--- src/rps_pkg.sv ---
// register map, field layout and reset values for the receive-path config bank
package rps_pkg;

  // register indices; byte address is four times the index
  localparam logic [5:0] RPS_IDX_TX_SOURCE = 6'h16;
  localparam logic [5:0] RPS_IDX_RX_PATH = 6'h17;
  localparam logic [5:0] RPS_IDX_THRESH = 6'h18;
  localparam logic [5:0] RPS_IDX_DEMOD = 6'h19;
  localparam logic [5:0] RPS_IDX_RSVD_A = 6'h1a;
  localparam logic [5:0] RPS_IDX_RSVD_B = 6'h1b;
  localparam logic [5:0] RPS_IDX_TEST_SEL = 6'h30;
  localparam logic [5:0] RPS_IDX_TIMER_DIV = 6'h31;

  // reset values
  localparam logic [7:0] RPS_RST_TX_SOURCE = 8'h10;
  localparam logic [7:0] RPS_RST_RX_PATH = 8'h84;
  localparam logic [7:0] RPS_RST_THRESH = 8'h84;
  localparam logic [7:0] RPS_RST_DEMOD = 8'h4d;
  localparam logic [7:0] RPS_RST_RSVD = 8'h00;
  localparam logic [2:0] RPS_RST_TEST_SEL = 3'h0;
  localparam logic [11:0] RPS_RST_TIMER_DIV = 12'h000;

  // writable bit masks; all other bits read zero
  localparam logic [7:0] RPS_MASK_TX_SOURCE = 8'h3f;
  localparam logic [7:0] RPS_MASK_THRESH = 8'hf7;

  // field positions
  localparam int RPS_POS_AUX_SRC = 0;
  localparam int RPS_POS_UART_SEL = 6;
  localparam int RPS_POS_GUARD = 0;
  localparam int RPS_POS_MIN_LEVEL = 4;
  localparam int RPS_POS_COLL_LEVEL = 0;
  localparam int RPS_POS_IQ_POLICY = 6;
  localparam int RPS_POS_FIXED_CH = 5;
  localparam int RPS_POS_EVEN_MODE = 4;
  localparam int RPS_POS_TAU_RCV = 2;
  localparam int RPS_POS_TAU_BURST = 0;

  // aux output source codes
  localparam logic [3:0] RPS_AUX_HIZ = 4'h0;
  localparam logic [3:0] RPS_AUX_LOW = 4'h1;
  localparam logic [3:0] RPS_AUX_HIGH = 4'h2;
  localparam logic [3:0] RPS_AUX_TEST_BUS = 4'h3;
  localparam logic [3:0] RPS_AUX_ENVELOPE = 4'h4;
  localparam logic [3:0] RPS_AUX_TX_BITS = 4'h5;
  localparam logic [3:0] RPS_AUX_RX_BITS = 4'h7;

  // uart input codes
  localparam logic [1:0] RPS_UART_LOW = 2'h0;
  localparam logic [1:0] RPS_UART_AUX_MANCH = 2'h1;
  localparam logic [1:0] RPS_UART_ANALOG = 2'h2;
  localparam logic [1:0] RPS_UART_AUX_NRZ = 2'h3;

  // channel policy codes
  localparam logic [1:0] RPS_IQ_STRONGER = 2'h0;
  localparam logic [1:0] RPS_IQ_FREEZE = 2'h1;

  // bus responses
  localparam logic [1:0] RPS_RESP_OKAY = 2'h0;
  localparam logic [1:0] RPS_RESP_SLVERR = 2'h2;

endpackage

--- src/rps_path_regs.sv ---
// receive/transmit path selection register bank with its steering logic
//
// Local design decision: the AXI4-Lite slave port.
`timescale 1ns/1ps

// Behaviour
// - aux source 0000 tri-states pin, 0001 drives low, 0010 drives high.
// - aux source 0011 routes the chosen internal test bus bit.
// - aux source 0100 carries encoder envelope, 0101 the pre-encoder bit stream.
// - aux source 0111 carries decoded receive stream; 0110, 1000-1111 reserved.
// - uart input 00 is constant low, 01 aux input Manchester with subcarrier.
// - uart input 10 (default) analog demod, 11 aux input NRZ above 106 kBd.
// - after transmit, receiver ignores input for guard-delay bit clocks.
// - plain receive skips the guard delay; all other commands apply it.
// - guard counter also starts when an external RF field switches on.
// - decoder ignores inputs weaker than the minimum strength field.
// - collision flagged only when weaker half-bit reaches collision threshold.
// - unfixed channel: 00 stronger channel, 01 stronger and held; 10/11 reserved.
// - fixed channel: policy low bit 0 uses I, 1 uses Q.
// - even mode 0: timer tick period is twice divider plus one.
// - newer version, even mode 1: tick period is twice divider plus two.
// - receive time constant 00 freezes the PLL during reception.
// - locations 1Ah and 1Bh have no function and read 00h.
module rps_path_regs #(
  parameter int ADDR_W = 8,
  parameter bit HAS_EVEN_DIVIDER = 1'b1,
  parameter int TEST_BUS_W = 8
) (
  // clock and reset
  input wire logic aclk,
  input wire logic aresetn,
  // axi4-lite write address
  input wire logic [ADDR_W-1:0] s_axi_awaddr,
  input wire logic [2:0] s_axi_awprot,
  input wire logic s_axi_awvalid,
  output logic s_axi_awready,
  // axi4-lite write data
  input wire logic [31:0] s_axi_wdata,
  input wire logic [3:0] s_axi_wstrb,
  input wire logic s_axi_wvalid,
  output logic s_axi_wready,
  // axi4-lite write response
  output logic [1:0] s_axi_bresp,
  output logic s_axi_bvalid,
  input wire logic s_axi_bready,
  // axi4-lite read address
  input wire logic [ADDR_W-1:0] s_axi_araddr,
  input wire logic [2:0] s_axi_arprot,
  input wire logic s_axi_arvalid,
  output logic s_axi_arready,
  // axi4-lite read data
  output logic [31:0] s_axi_rdata,
  output logic [1:0] s_axi_rresp,
  output logic s_axi_rvalid,
  input wire logic s_axi_rready,
  // internal signal sources for the aux output
  input wire logic [TEST_BUS_W-1:0] test_bus,
  input wire logic encoder_envelope,
  input wire logic tx_serial_bits,
  input wire logic rx_decoded_bits,
  // aux serial pins
  input wire logic aux_serial_input_pin,
  output logic aux_serial_output_pin_o,
  output logic aux_serial_output_pin_oe,
  // receive front
  input wire logic analog_demod_in,
  input wire logic rf_field_detect,
  input wire logic tx_done,
  input wire logic receive_only_cmd,
  input wire logic bit_clock_tick,
  output logic uart_rx_in,
  output logic rx_guard_active,
  // decoder levels
  input wire logic [3:0] decoder_strength,
  input wire logic [2:0] weak_half_strength,
  output logic decoder_accept,
  output logic bit_collision,
  // channel choice
  input wire logic [7:0] i_strength,
  input wire logic [7:0] q_strength,
  input wire logic comm_active,
  output logic use_q_channel,
  // pll and timer
  input wire logic rx_active,
  output logic pll_frozen,
  output logic [1:0] pll_time_constant,
  output logic timer_tick
);
  import rps_pkg::*;

  if (ADDR_W < 8) begin : g_chk_addr
    $error("ADDR_W must be at least 8");
  end
  if (TEST_BUS_W != 8) begin : g_chk_bus
    $error("TEST_BUS_W must be 8 to match the 3-bit bit choice");
  end
  typedef struct packed {
    logic aw_held;
    logic [5:0] aw_idx;
    logic aw_ok, w_held;
    logic [15:0] w_data;
    logic [1:0] w_strb;
    logic bvalid;
    logic [1:0] bresp;
    logic rvalid;
    logic [11:0] rdata;
    logic [1:0] rresp;
    logic [7:0] rx_path, thresh, demod, tx_src;
    logic [2:0] test_sel;
    logic [11:0] timer_div;
    logic [1:0] aux_sync, rf_sync;
    logic rf_prev;
    logic [5:0] guard_cnt;
    logic aux_out, aux_oe, uart_in, dec_accept, coll, use_q, frozen_q, comm_prev;
    logic [12:0] div_cnt;
    logic tick;
  } rps_state_type;
  localparam rps_state_type RPS_RESET_ST = '{
    aw_held: 1'b0, aw_idx: 6'h00, aw_ok: 1'b0, w_held: 1'b0, w_data: 16'h0000,
    w_strb: 2'h0, bvalid: 1'b0, bresp: RPS_RESP_OKAY, rvalid: 1'b0,
    rdata: 12'h000, rresp: RPS_RESP_OKAY, rx_path: RPS_RST_RX_PATH,
    thresh: RPS_RST_THRESH, demod: RPS_RST_DEMOD, tx_src: RPS_RST_TX_SOURCE,
    test_sel: RPS_RST_TEST_SEL, timer_div: RPS_RST_TIMER_DIV, aux_sync: 2'h0,
    rf_sync: 2'h0, rf_prev: 1'b0, guard_cnt: 6'h00, aux_out: 1'b0,
    aux_oe: 1'b0, uart_in: 1'b0, dec_accept: 1'b0, coll: 1'b0, use_q: 1'b0,
    frozen_q: 1'b0, comm_prev: 1'b0, div_cnt: 13'h0000, tick: 1'b0
  };

  rps_state_type st_r, st_nxt;
  logic take_aw, take_w, take_ar, ar_ok, aw_ok_in, fixed_ch, even_mode, q_stronger, rf_on_edge;
  logic [5:0] ar_idx, aw_idx_in, wr_idx;
  logic [15:0] wr_data;
  logic [1:0] wr_strb, uart_sel, iq_policy, tau_rcv, tau_burst;
  logic [3:0] aux_src;
  logic [13:0] div_period;

  // only the low word lanes carry register bits, upper byte bits read as zero
  assign s_axi_awready = !st_r.aw_held && !st_r.bvalid;
  assign s_axi_wready = !st_r.w_held && !st_r.bvalid;
  assign s_axi_arready = !st_r.rvalid;
  assign s_axi_bvalid = st_r.bvalid;
  assign s_axi_bresp = st_r.bresp;
  assign s_axi_rvalid = st_r.rvalid;
  assign s_axi_rresp = st_r.rresp;
  assign s_axi_rdata = {20'h00000, st_r.rdata};
  assign take_aw = s_axi_awvalid && s_axi_awready;
  assign take_w = s_axi_wvalid && s_axi_wready;
  assign take_ar = s_axi_arvalid && s_axi_arready;
  assign aw_idx_in = s_axi_awaddr[7:2];
  assign ar_idx = s_axi_araddr[7:2];
  // upper address bits and byte offset must be zero to hit the bank
  assign aw_ok_in = (s_axi_awaddr[1:0] == 2'h0) && (s_axi_awaddr >> 8 == '0);
  assign ar_ok = (s_axi_araddr[1:0] == 2'h0) && (s_axi_araddr >> 8 == '0);
  assign wr_idx = st_r.aw_held ? st_r.aw_idx : aw_idx_in;
  assign wr_data = st_r.w_held ? st_r.w_data : s_axi_wdata[15:0];
  assign wr_strb = st_r.w_held ? st_r.w_strb : s_axi_wstrb[1:0];
  assign aux_src = st_r.tx_src[RPS_POS_AUX_SRC +: 4];
  assign uart_sel = st_r.rx_path[RPS_POS_UART_SEL +: 2];
  assign iq_policy = st_r.demod[RPS_POS_IQ_POLICY +: 2];
  assign fixed_ch = st_r.demod[RPS_POS_FIXED_CH];
  // older silicon has only the odd divider
  assign even_mode = HAS_EVEN_DIVIDER && st_r.demod[RPS_POS_EVEN_MODE];
  assign tau_rcv = st_r.demod[RPS_POS_TAU_RCV +: 2];
  assign tau_burst = st_r.demod[RPS_POS_TAU_BURST +: 2];
  // one spare bit so the longest even period does not wrap to zero
  assign div_period = {1'b0, st_r.timer_div, 1'b0} + (even_mode ? 14'h0002 : 14'h0001);
  assign q_stronger = q_strength > i_strength;
  assign rf_on_edge = st_r.rf_sync[1] && !st_r.rf_prev;

  always_comb
  begin
    st_nxt = st_r;
    // write path: address and data may arrive in either order
    if (take_aw)
    begin
      st_nxt.aw_held = 1'b1;
      st_nxt.aw_idx = aw_idx_in;
      st_nxt.aw_ok = aw_ok_in;
    end
    if (take_w)
    begin
      st_nxt.w_held = 1'b1;
      st_nxt.w_data = s_axi_wdata[15:0];
      st_nxt.w_strb = s_axi_wstrb[1:0];
    end
    if ((st_r.aw_held || take_aw) && (st_r.w_held || take_w))
    begin
      st_nxt.aw_held = 1'b0;
      st_nxt.w_held = 1'b0;
      st_nxt.bvalid = 1'b1;
      st_nxt.bresp = RPS_RESP_OKAY;
      if (!(st_r.aw_held ? st_r.aw_ok : aw_ok_in))
      begin
        st_nxt.bresp = RPS_RESP_SLVERR;
      end
      else if (wr_strb[0])
      begin
        unique case (wr_idx)
          RPS_IDX_TX_SOURCE: st_nxt.tx_src = wr_data[7:0] & RPS_MASK_TX_SOURCE;
          RPS_IDX_RX_PATH: st_nxt.rx_path = wr_data[7:0];
          RPS_IDX_THRESH: st_nxt.thresh = wr_data[7:0] & RPS_MASK_THRESH;
          RPS_IDX_DEMOD: st_nxt.demod = wr_data[7:0];
          RPS_IDX_TEST_SEL: st_nxt.test_sel = wr_data[2:0];
          RPS_IDX_TIMER_DIV: st_nxt.timer_div[7:0] = wr_data[7:0];
          RPS_IDX_RSVD_A, RPS_IDX_RSVD_B: st_nxt.bresp = RPS_RESP_OKAY;
          default: st_nxt.bresp = RPS_RESP_SLVERR;
        endcase
      end
      if (wr_strb[1] && wr_idx == RPS_IDX_TIMER_DIV && st_nxt.bresp == RPS_RESP_OKAY)
      begin
        st_nxt.timer_div[11:8] = wr_data[11:8];
      end
    end
    else if (st_r.bvalid && s_axi_bready)
    begin
      st_nxt.bvalid = 1'b0;
    end

    // read path
    if (take_ar)
    begin
      st_nxt.rvalid = 1'b1;
      st_nxt.rresp = RPS_RESP_OKAY;
      st_nxt.rdata = 12'h000;
      if (!ar_ok)
      begin
        st_nxt.rresp = RPS_RESP_SLVERR;
      end
      else
      begin
        unique case (ar_idx)
          RPS_IDX_TX_SOURCE: st_nxt.rdata = {4'h0, st_r.tx_src};
          RPS_IDX_RX_PATH: st_nxt.rdata = {4'h0, st_r.rx_path};
          RPS_IDX_THRESH: st_nxt.rdata = {4'h0, st_r.thresh};
          RPS_IDX_DEMOD: st_nxt.rdata = {4'h0, st_r.demod};
          RPS_IDX_TEST_SEL: st_nxt.rdata = {9'h000, st_r.test_sel};
          RPS_IDX_TIMER_DIV: st_nxt.rdata = st_r.timer_div;
          RPS_IDX_RSVD_A, RPS_IDX_RSVD_B: st_nxt.rdata = {4'h0, RPS_RST_RSVD};
          default: st_nxt.rresp = RPS_RESP_SLVERR;
        endcase
      end
    end
    else if (st_r.rvalid && s_axi_rready)
    begin
      st_nxt.rvalid = 1'b0;
    end
    // pin synchronisers
    st_nxt.aux_sync = {st_r.aux_sync[0], aux_serial_input_pin};
    st_nxt.rf_sync = {st_r.rf_sync[0], rf_field_detect};
    st_nxt.rf_prev = st_r.rf_sync[1];
    // aux output mux; reserved codes leave the pin floating
    st_nxt.aux_oe = 1'b1;
    st_nxt.aux_out = 1'b0;
    unique case (aux_src)
      RPS_AUX_HIZ: st_nxt.aux_oe = 1'b0;
      RPS_AUX_LOW: st_nxt.aux_out = 1'b0;
      RPS_AUX_HIGH: st_nxt.aux_out = 1'b1;
      RPS_AUX_TEST_BUS: st_nxt.aux_out = test_bus[st_r.test_sel];
      RPS_AUX_ENVELOPE: st_nxt.aux_out = encoder_envelope;
      RPS_AUX_TX_BITS: st_nxt.aux_out = tx_serial_bits;
      RPS_AUX_RX_BITS: st_nxt.aux_out = rx_decoded_bits;
      default: st_nxt.aux_oe = 1'b0;
    endcase
    if (st_r.guard_cnt != 6'h00 && bit_clock_tick)
    begin
      st_nxt.guard_cnt = st_r.guard_cnt - 6'h01;
    end
    if (tx_done && !receive_only_cmd)
    begin
      st_nxt.guard_cnt = st_r.rx_path[RPS_POS_GUARD +: 6];
    end
    if (rf_on_edge)
    begin
      st_nxt.guard_cnt = st_r.rx_path[RPS_POS_GUARD +: 6];
    end
    // uart input select, forced low while guarding
    unique case (uart_sel)
      RPS_UART_LOW: st_nxt.uart_in = 1'b0;
      RPS_UART_AUX_MANCH: st_nxt.uart_in = st_r.aux_sync[1];
      RPS_UART_ANALOG: st_nxt.uart_in = analog_demod_in;
      RPS_UART_AUX_NRZ: st_nxt.uart_in = st_r.aux_sync[1];
    endcase
    if (st_r.guard_cnt != 6'h00)
    begin
      st_nxt.uart_in = 1'b0;
    end
    st_nxt.dec_accept = decoder_strength >= st_r.thresh[RPS_POS_MIN_LEVEL +: 4];
    st_nxt.coll = st_nxt.dec_accept
      && (weak_half_strength >= st_r.thresh[RPS_POS_COLL_LEVEL +: 3]);
    // channel choice; freeze captures the choice as communication starts
    st_nxt.comm_prev = comm_active;
    if (comm_active && !st_r.comm_prev)
    begin
      st_nxt.frozen_q = q_stronger;
    end
    if (fixed_ch)
    begin
      st_nxt.use_q = iq_policy[0];
    end
    else
    begin
      // stronger or held; reserved codes keep the last choice
      unique case (iq_policy)
        RPS_IQ_STRONGER: st_nxt.use_q = q_stronger;
        RPS_IQ_FREEZE: st_nxt.use_q = comm_active
          ? (st_r.comm_prev ? st_r.frozen_q : q_stronger) : q_stronger;
        default: st_nxt.use_q = st_r.use_q;
      endcase
    end
    st_nxt.tick = 1'b0;
    if ({1'b0, st_r.div_cnt} + 14'h0001 >= div_period)
    begin
      st_nxt.div_cnt = 13'h0000;
      st_nxt.tick = 1'b1;
    end
    else
    begin
      st_nxt.div_cnt = st_r.div_cnt + 13'h0001;
    end
  end

  always_ff @(posedge aclk)
  begin
    if (!aresetn)
    begin
      st_r <= RPS_RESET_ST;
    end
    else
    begin
      st_r <= st_nxt;
    end
  end

  assign aux_serial_output_pin_o = st_r.aux_out;
  assign aux_serial_output_pin_oe = st_r.aux_oe;
  assign uart_rx_in = st_r.uart_in;
  assign rx_guard_active = st_r.guard_cnt != 6'h00;
  assign decoder_accept = st_r.dec_accept;
  assign bit_collision = st_r.coll;
  assign use_q_channel = st_r.use_q;
  assign pll_frozen = rx_active && (tau_rcv == 2'h0);
  assign pll_time_constant = rx_active ? tau_rcv : tau_burst;
  assign timer_tick = st_r.tick;

endmodule

--- config.mk ---
export PLATFORM = sky130hd
export DESIGN_NAME = rps_path_regs
export DESIGN_NICKNAME = d
export VERILOG_FILES = /design/src/rps_pkg.sv /design/src/rps_path_regs.sv
export SDC_FILE = /design/constraint.sdc
export NUM_CORES = 1
export LEC_CHECK = 0
export ABC_CLOCK_PERIOD_IN_PS = 2600
export BUFFER_PORTS_ARGS = -buffer_cell sky130_fd_sc_hd__buf_2
export CORE_MARGIN = 8
export CORE_UTILIZATION = 40
export DETAILED_ROUTE_END_ITERATION = 6
export GPL_ROUTABILITY_DRIVEN = 0
export PLACE_DENSITY_LB_ADDON = 0.15
export SETUP_SLACK_MARGIN = 0.5
export SLEW_MARGIN = 20
export SYNTH_ARGS = -nofsm -noshare
export SYNTH_HDL_FRONTEND = slang
export SYNTH_SLANG_ARGS = --single-unit
export TNS_END_PERCENT = 20
--- constraint.sdc ---
create_clock -name aclk -period 2.6 [get_ports aclk]
set_input_delay 0.13 -clock aclk [delete_from_list [all_inputs] [get_ports aclk]]
set_output_delay 0.13 -clock aclk [all_outputs]
set_load 0.02 [all_outputs]
### Word level (Yosys, flattened, before mapping)

Index checks and enable logic that the tools add are counted.

| storage, ports and cells | value |
|---|---|
| register bits | 118 |
| bits in latches | 0 |
| memory bits (writable) | 0 |
| bits in read-only memories | 0 |
| memories | 0 |

| cells by class | value |
|---|---|
| $add $sub $neg | 4 |
| $mul | 0 |
| divide/modulo/power cells | 0 |
| $lt $le $gt $ge | 5 |
| equality and inequality tests | 26 |
| shift operators | 0 |
| muxes and demuxes | 31 |
| bitwise operators | 1 |
| reduce and logical (&&, ||, !) cells | 50 |

Operator list:

| cell | number |
|---|---|
| == test 6 x 5 -> 1 bit (second input constant) | 12 |
| one-hot mux 12 bit (6 select lines) | 1 |
| == test 6 bit (second input constant) | 4 |
| 2-to-1 mux 12 bit | 2 |
| 2-to-1 mux 6 bit | 4 |
| AND reduction 4 bit | 6 |
| 2-to-1 mux 2 bit | 9 |
| logical AND 1 bit | 16 |
| OR reduction 8 bit | 2 |
| adder 13 x 1 -> 14 bit (second input constant) | 1 |
| adder 13 x 2 -> 14 bit | 1 |
| greater-or-equal comparator 14 bit | 1 |
| adder 13 x 1 -> 13 bit (second input constant) | 1 |
| == test 4 x 3 -> 1 bit (second input constant) | 3 |
| logical NOT 2 bit | 6 |
| 2-to-1 mux 1 bit | 11 |
| == test 4 x 2 -> 1 bit (second input constant) | 2 |
| greater-than comparator 8 bit | 1 |
| OR reduction 2 bit | 4 |
| logical NOT 1 bit | 7 |
| nonzero test 3 bit | 2 |
| nonzero test 6 bit | 1 |
| OR reduction 6 bit | 1 |
| subtractor 6 x 1 -> 6 bit (second input constant) | 1 |
| other kinds (14) | 18 |

### Longest topological paths before layout

| depth | value |
|---|---|
| word-level depth | 10 |
| depth in mapped cells | 13 |
| mapped depth without buffers | 12 |

### Least setup slack after synthesis

Ideal clock, no wire load.

| timing path | value |
|---|---|
| kind | register to register |
| start | register st_r, in the netlist even_mode |
| end | register st_r[10] (netlist bit) |
| library setup time | 66 ps |
| arrival time | 2477 ps |
| required time | 2534 ps |
| setup slack | 57 ps |
| cell stages (with the launch flop) | 14 |
| path buffers | 1 |
| cells stage by stage | dfxtp_1 > ha_1 > ha_1 > nand2_1 > nor2_1 > nand3_1 > xor2_1 > ha_1 > a22oi_1 > o211a_1 > o31ai_1 > a211o_1 > clkbuf_1 > nor2b_1 |

| on the way | value |
|---|---|
| word-level cells in the longest chain between the ends | 4 |

RTL lines:

| item | line | text |
|---|---|---|
| from (decl) | rps_path_regs.sv:129 | `rps_state_type st_r, st_nxt;` |
| from (signal assigned) | rps_path_regs.sv:330 | `st_r <= st_nxt;` |
| 2-to-1 mux 2 bit | rps_path_regs.sv:166 | `assign div_period = {1'b0, st_r.timer_div, 1'b0} + (even_mode ? 14'h0002 : 14'h0001);` |
| adder 13 x 2 -> 14 bit | rps_path_regs.sv:166 |  |
| greater-or-equal comparator 14 bit | rps_path_regs.sv:311 | `if ({1'b0, st_r.div_cnt} + 14'h0001 >= div_period)` |
| OR reduction 2 bit (no source line) | -- |  |

Every way passes these cells.
A chain may end at the register's enable or synchronous reset.

### Worst setup path after layout

| timing path | value |
|---|---|
| start | register st_r[33] (netlist bit) |
| end | register st_r[2] (netlist bit) |

| on the way | value |
|---|---|
| word-level cells in the longest chain between the ends | 3 |

RTL lines:

| item | line |
|---|---|
| adder 13 x 2 -> 14 bit | rps_path_regs.sv:166 |
| greater-or-equal comparator 14 bit | rps_path_regs.sv:311 |
| OR reduction 2 bit (no source line) | -- |

Every way passes these cells.

==> impl_metrics.ini <==
[setup_path]
startpoint_type = flip-flop
worstReg2RegStart = st_r[33]
crit_path_end = st_r[2]
ff2ff_path_depth = 12
path_max_fanout = 3
reg2reg_to = st_r[2]
crit_path_end_kind = flip-flop
r2r_setup_slack_ps = 270
cp.required_ps = 2900
critical_path_class = flip-flop to flip-flop
critPathLaunch = st_r[33]
cp.arrival_ps = 2640

[clocking]
clock_path_buffers = 2
clock_sinks = 116
clkTransAtPathRegs_ps = 60
clk_latency_ps = 420
cts_tree = yes
htreeDepth = 4
clock-root-buffer = clkbuf_16
cts_buffers = 17

[pwr]
p_int_mw = 3.55
clockPowerShare = 0.492
irDropWorstVdd_mv = 0.523
seq_power_share = 0.394
power.switching_mw = 1.21
finalPower_mw = 4.76
leakagePower_nw = 3.23
switching_share = 0.253
p_per_area_nw_per_um2 = 614
combPwrFrac = 0.114

[global_route]
antenna_found_initial = 0
grt_pass1_vias = 5518
grt_usage = 0.172
grt_max_degree = 66
grt_pass1_wl_um = 27400
grt_overflow = 0

[final_layout]
layout.nets = 999
fill_cells = 1420
mostFrequentLayoutCells = dfxtp_1 (109), buf_2 (108), nand2_1 (95)
layout-drive-gt1-share = 0.239
diodes = 0
finish.utilization = 0.511
layout_commonest_cell = dfxtp_1
area_delta_synth_final_pct = 25.0

[logic_synthesis]
synth_area_um2 = 6190
synth_edf_count = 0
syn_area_per_cell_um2 = 8.45
synthFlopType = dfxtp_1
synth-async-reset-ratio = 0
yosysWarnings = 0
synth_seq_cells = 116
synth_cell_types = 59
synthCells = 733
ys_seq_area_frac = 0.375

[drt]
avgViaCountPerCell = 5.23
drt_iter0_drc = 276
via_count = 5549
wl_per_cell_um = 16.0
first_pass_iters = 4
drc = 0
ant_nets = 0
wirelength_um = 17000

[timing]
final.min_clock_period_ps = 2330
worst_slew_pin_slew_ps = 936
fin_setup_tns_ps = 0
final_max_slew_viol_count = 0
fin_skew_ps = 13.2
slew_headroom = 0.376
holdWs_ps = 28.9
rsz0062_at_grt = true
fmax_ghz = 0.429
setup_viol = 0
finalCritPeriodShare = 0.898
hold_viol = 0

[floorplan]
die_w_um = 140
start_util = 0.409
die_area_um2 = 19700
row_count = 45
die_h_um = 140
core_area_um2 = 15100
ioPinCount = 159

[placement]
dp_hpwl_um = 12900
port-buffer-count = 108

[worst_hold_path]
hold_class = primary input to flip-flop

[run_status]
status = completed

[flow_run]
drv_cap = 0
## repair_timing
item,4_1_cts,5_1_grt
resized for setup,8,6
setup buffers,4,2
pin swaps,5,6
endpoints found under the setup margin,49,60
hold endpoints to repair,25,0
gates cloned,1,0
hold buffers,25,0
## cell type report
class                      count  area (um^2)  share of cell area
tap                          188          235              0.0304
sequential                   116         2340               0.302
clock inverter                13          158              0.0204
multi-input combinational    542         3540               0.457
inverter                      32          120              0.0155
clock buffer                  19          433              0.0559
timing repair buffer         150          918               0.119
## power groups by stage
stage	Sequential, mW	Clock (mW)	Combinational (mW)
after floorplan	1.90	0	0.373
after global placement	1.91	0	0.500
after detailed placement	1.91	0	0.512
after CTS	1.87	2.39	0.544
after global routing	1.88	2.47	0.599
final	1.87	2.34	0.543
## synth_stat cells (8+ instances only)
cell type  count  area share
a21oi_1       51       0.041
a22oi_1       11       0.013
and2_1        11       0.011
and3_1         8      0.0081
buf_4         36       0.044
clkbuf_1      21       0.013
dfxtp_1      116        0.37
ha_1          33       0.067
inv_1         31       0.019
mux2_2        16       0.029
mux2i_1       17       0.027
nand2_1       96       0.058
nand2b_1      11       0.011
nand3_1       49       0.040
nor2_1        31       0.019
nor2b_1       21       0.021
nor3_1        12      0.0097
o21ai_0       41       0.033
xnor2_1       12       0.017
xor2_1        11       0.016
## worst max-delay path, stage by stage, from the launching register on
cell and delay (ps):
dfxtp_2 350, ha_4 140, ha_4 140, nand2_2 60, nor2_4 150, buf_4 130
nand3_1 80, xor2_1 160, ha_1 300, nand4_1 100, a21oi_1 280, a21oi_1 140
and3_1 200
## state kept, by name, summed over array words and instances (netlist names), 2 cells and up
signal       cells
st_r            82
iq_policy        2
st_nxt           3
s_axi_rdata     12
aux_src          4
## logic make-up (layout without fill, tap and decap cells)
group	Yosys count	count (layout)	share of synthesized area
AND/OR/NAND/NOR	273	273	0.221
AO/OA/AOI/OAI	155	156	0.159
flip-flops	116	116	0.375
buffers and inverters	97	214	0.0814
multiplexers	35	35	0.0638
adder cells (fa/ha/maj)	33	33	0.0667
XOR/XNOR	23	23	0.0325
other	1	22	0.000605
## stage by stage
| stage | worst slack, ps | area, um^2 | cells |
|---|---|---|---|
| after global placement | 179 | 6810 | 996 |
| after CTS | 217 | 7710 | 1058 |
| after detailed placement | 99.5 | 6810 | 996 |
| after global routing | 122 | 7750 | 1060 |
| after floorplan | 346 | 6340 | 754 |
| final | 266 | 7750 | 1060 |
## layer usage
layer  GRT usage  routed length, um  part of all wire
met5           0                  0                 0
met4      0.0440                143            0.0084
met3      0.0516                908             0.053
met2       0.298               8380              0.49
met1       0.202               7550              0.44
## worst min path at each step
stage                              start        endpoint  cells past startpoint
floorplan                s_axi_araddr[6]  s_axi_rresp[1]                      1
global placement    aux_serial_input_pin      st_nxt[32]                      2
detailed placement  aux_serial_input_pin      st_nxt[32]                      2
CTS                         s_axi_bready    s_axi_bvalid                      4
global route                s_axi_bready    s_axi_bvalid                      4
finish                      s_axi_bready    s_axi_bvalid                      4
Note: power is estimated with default switching activity, not from simulation.
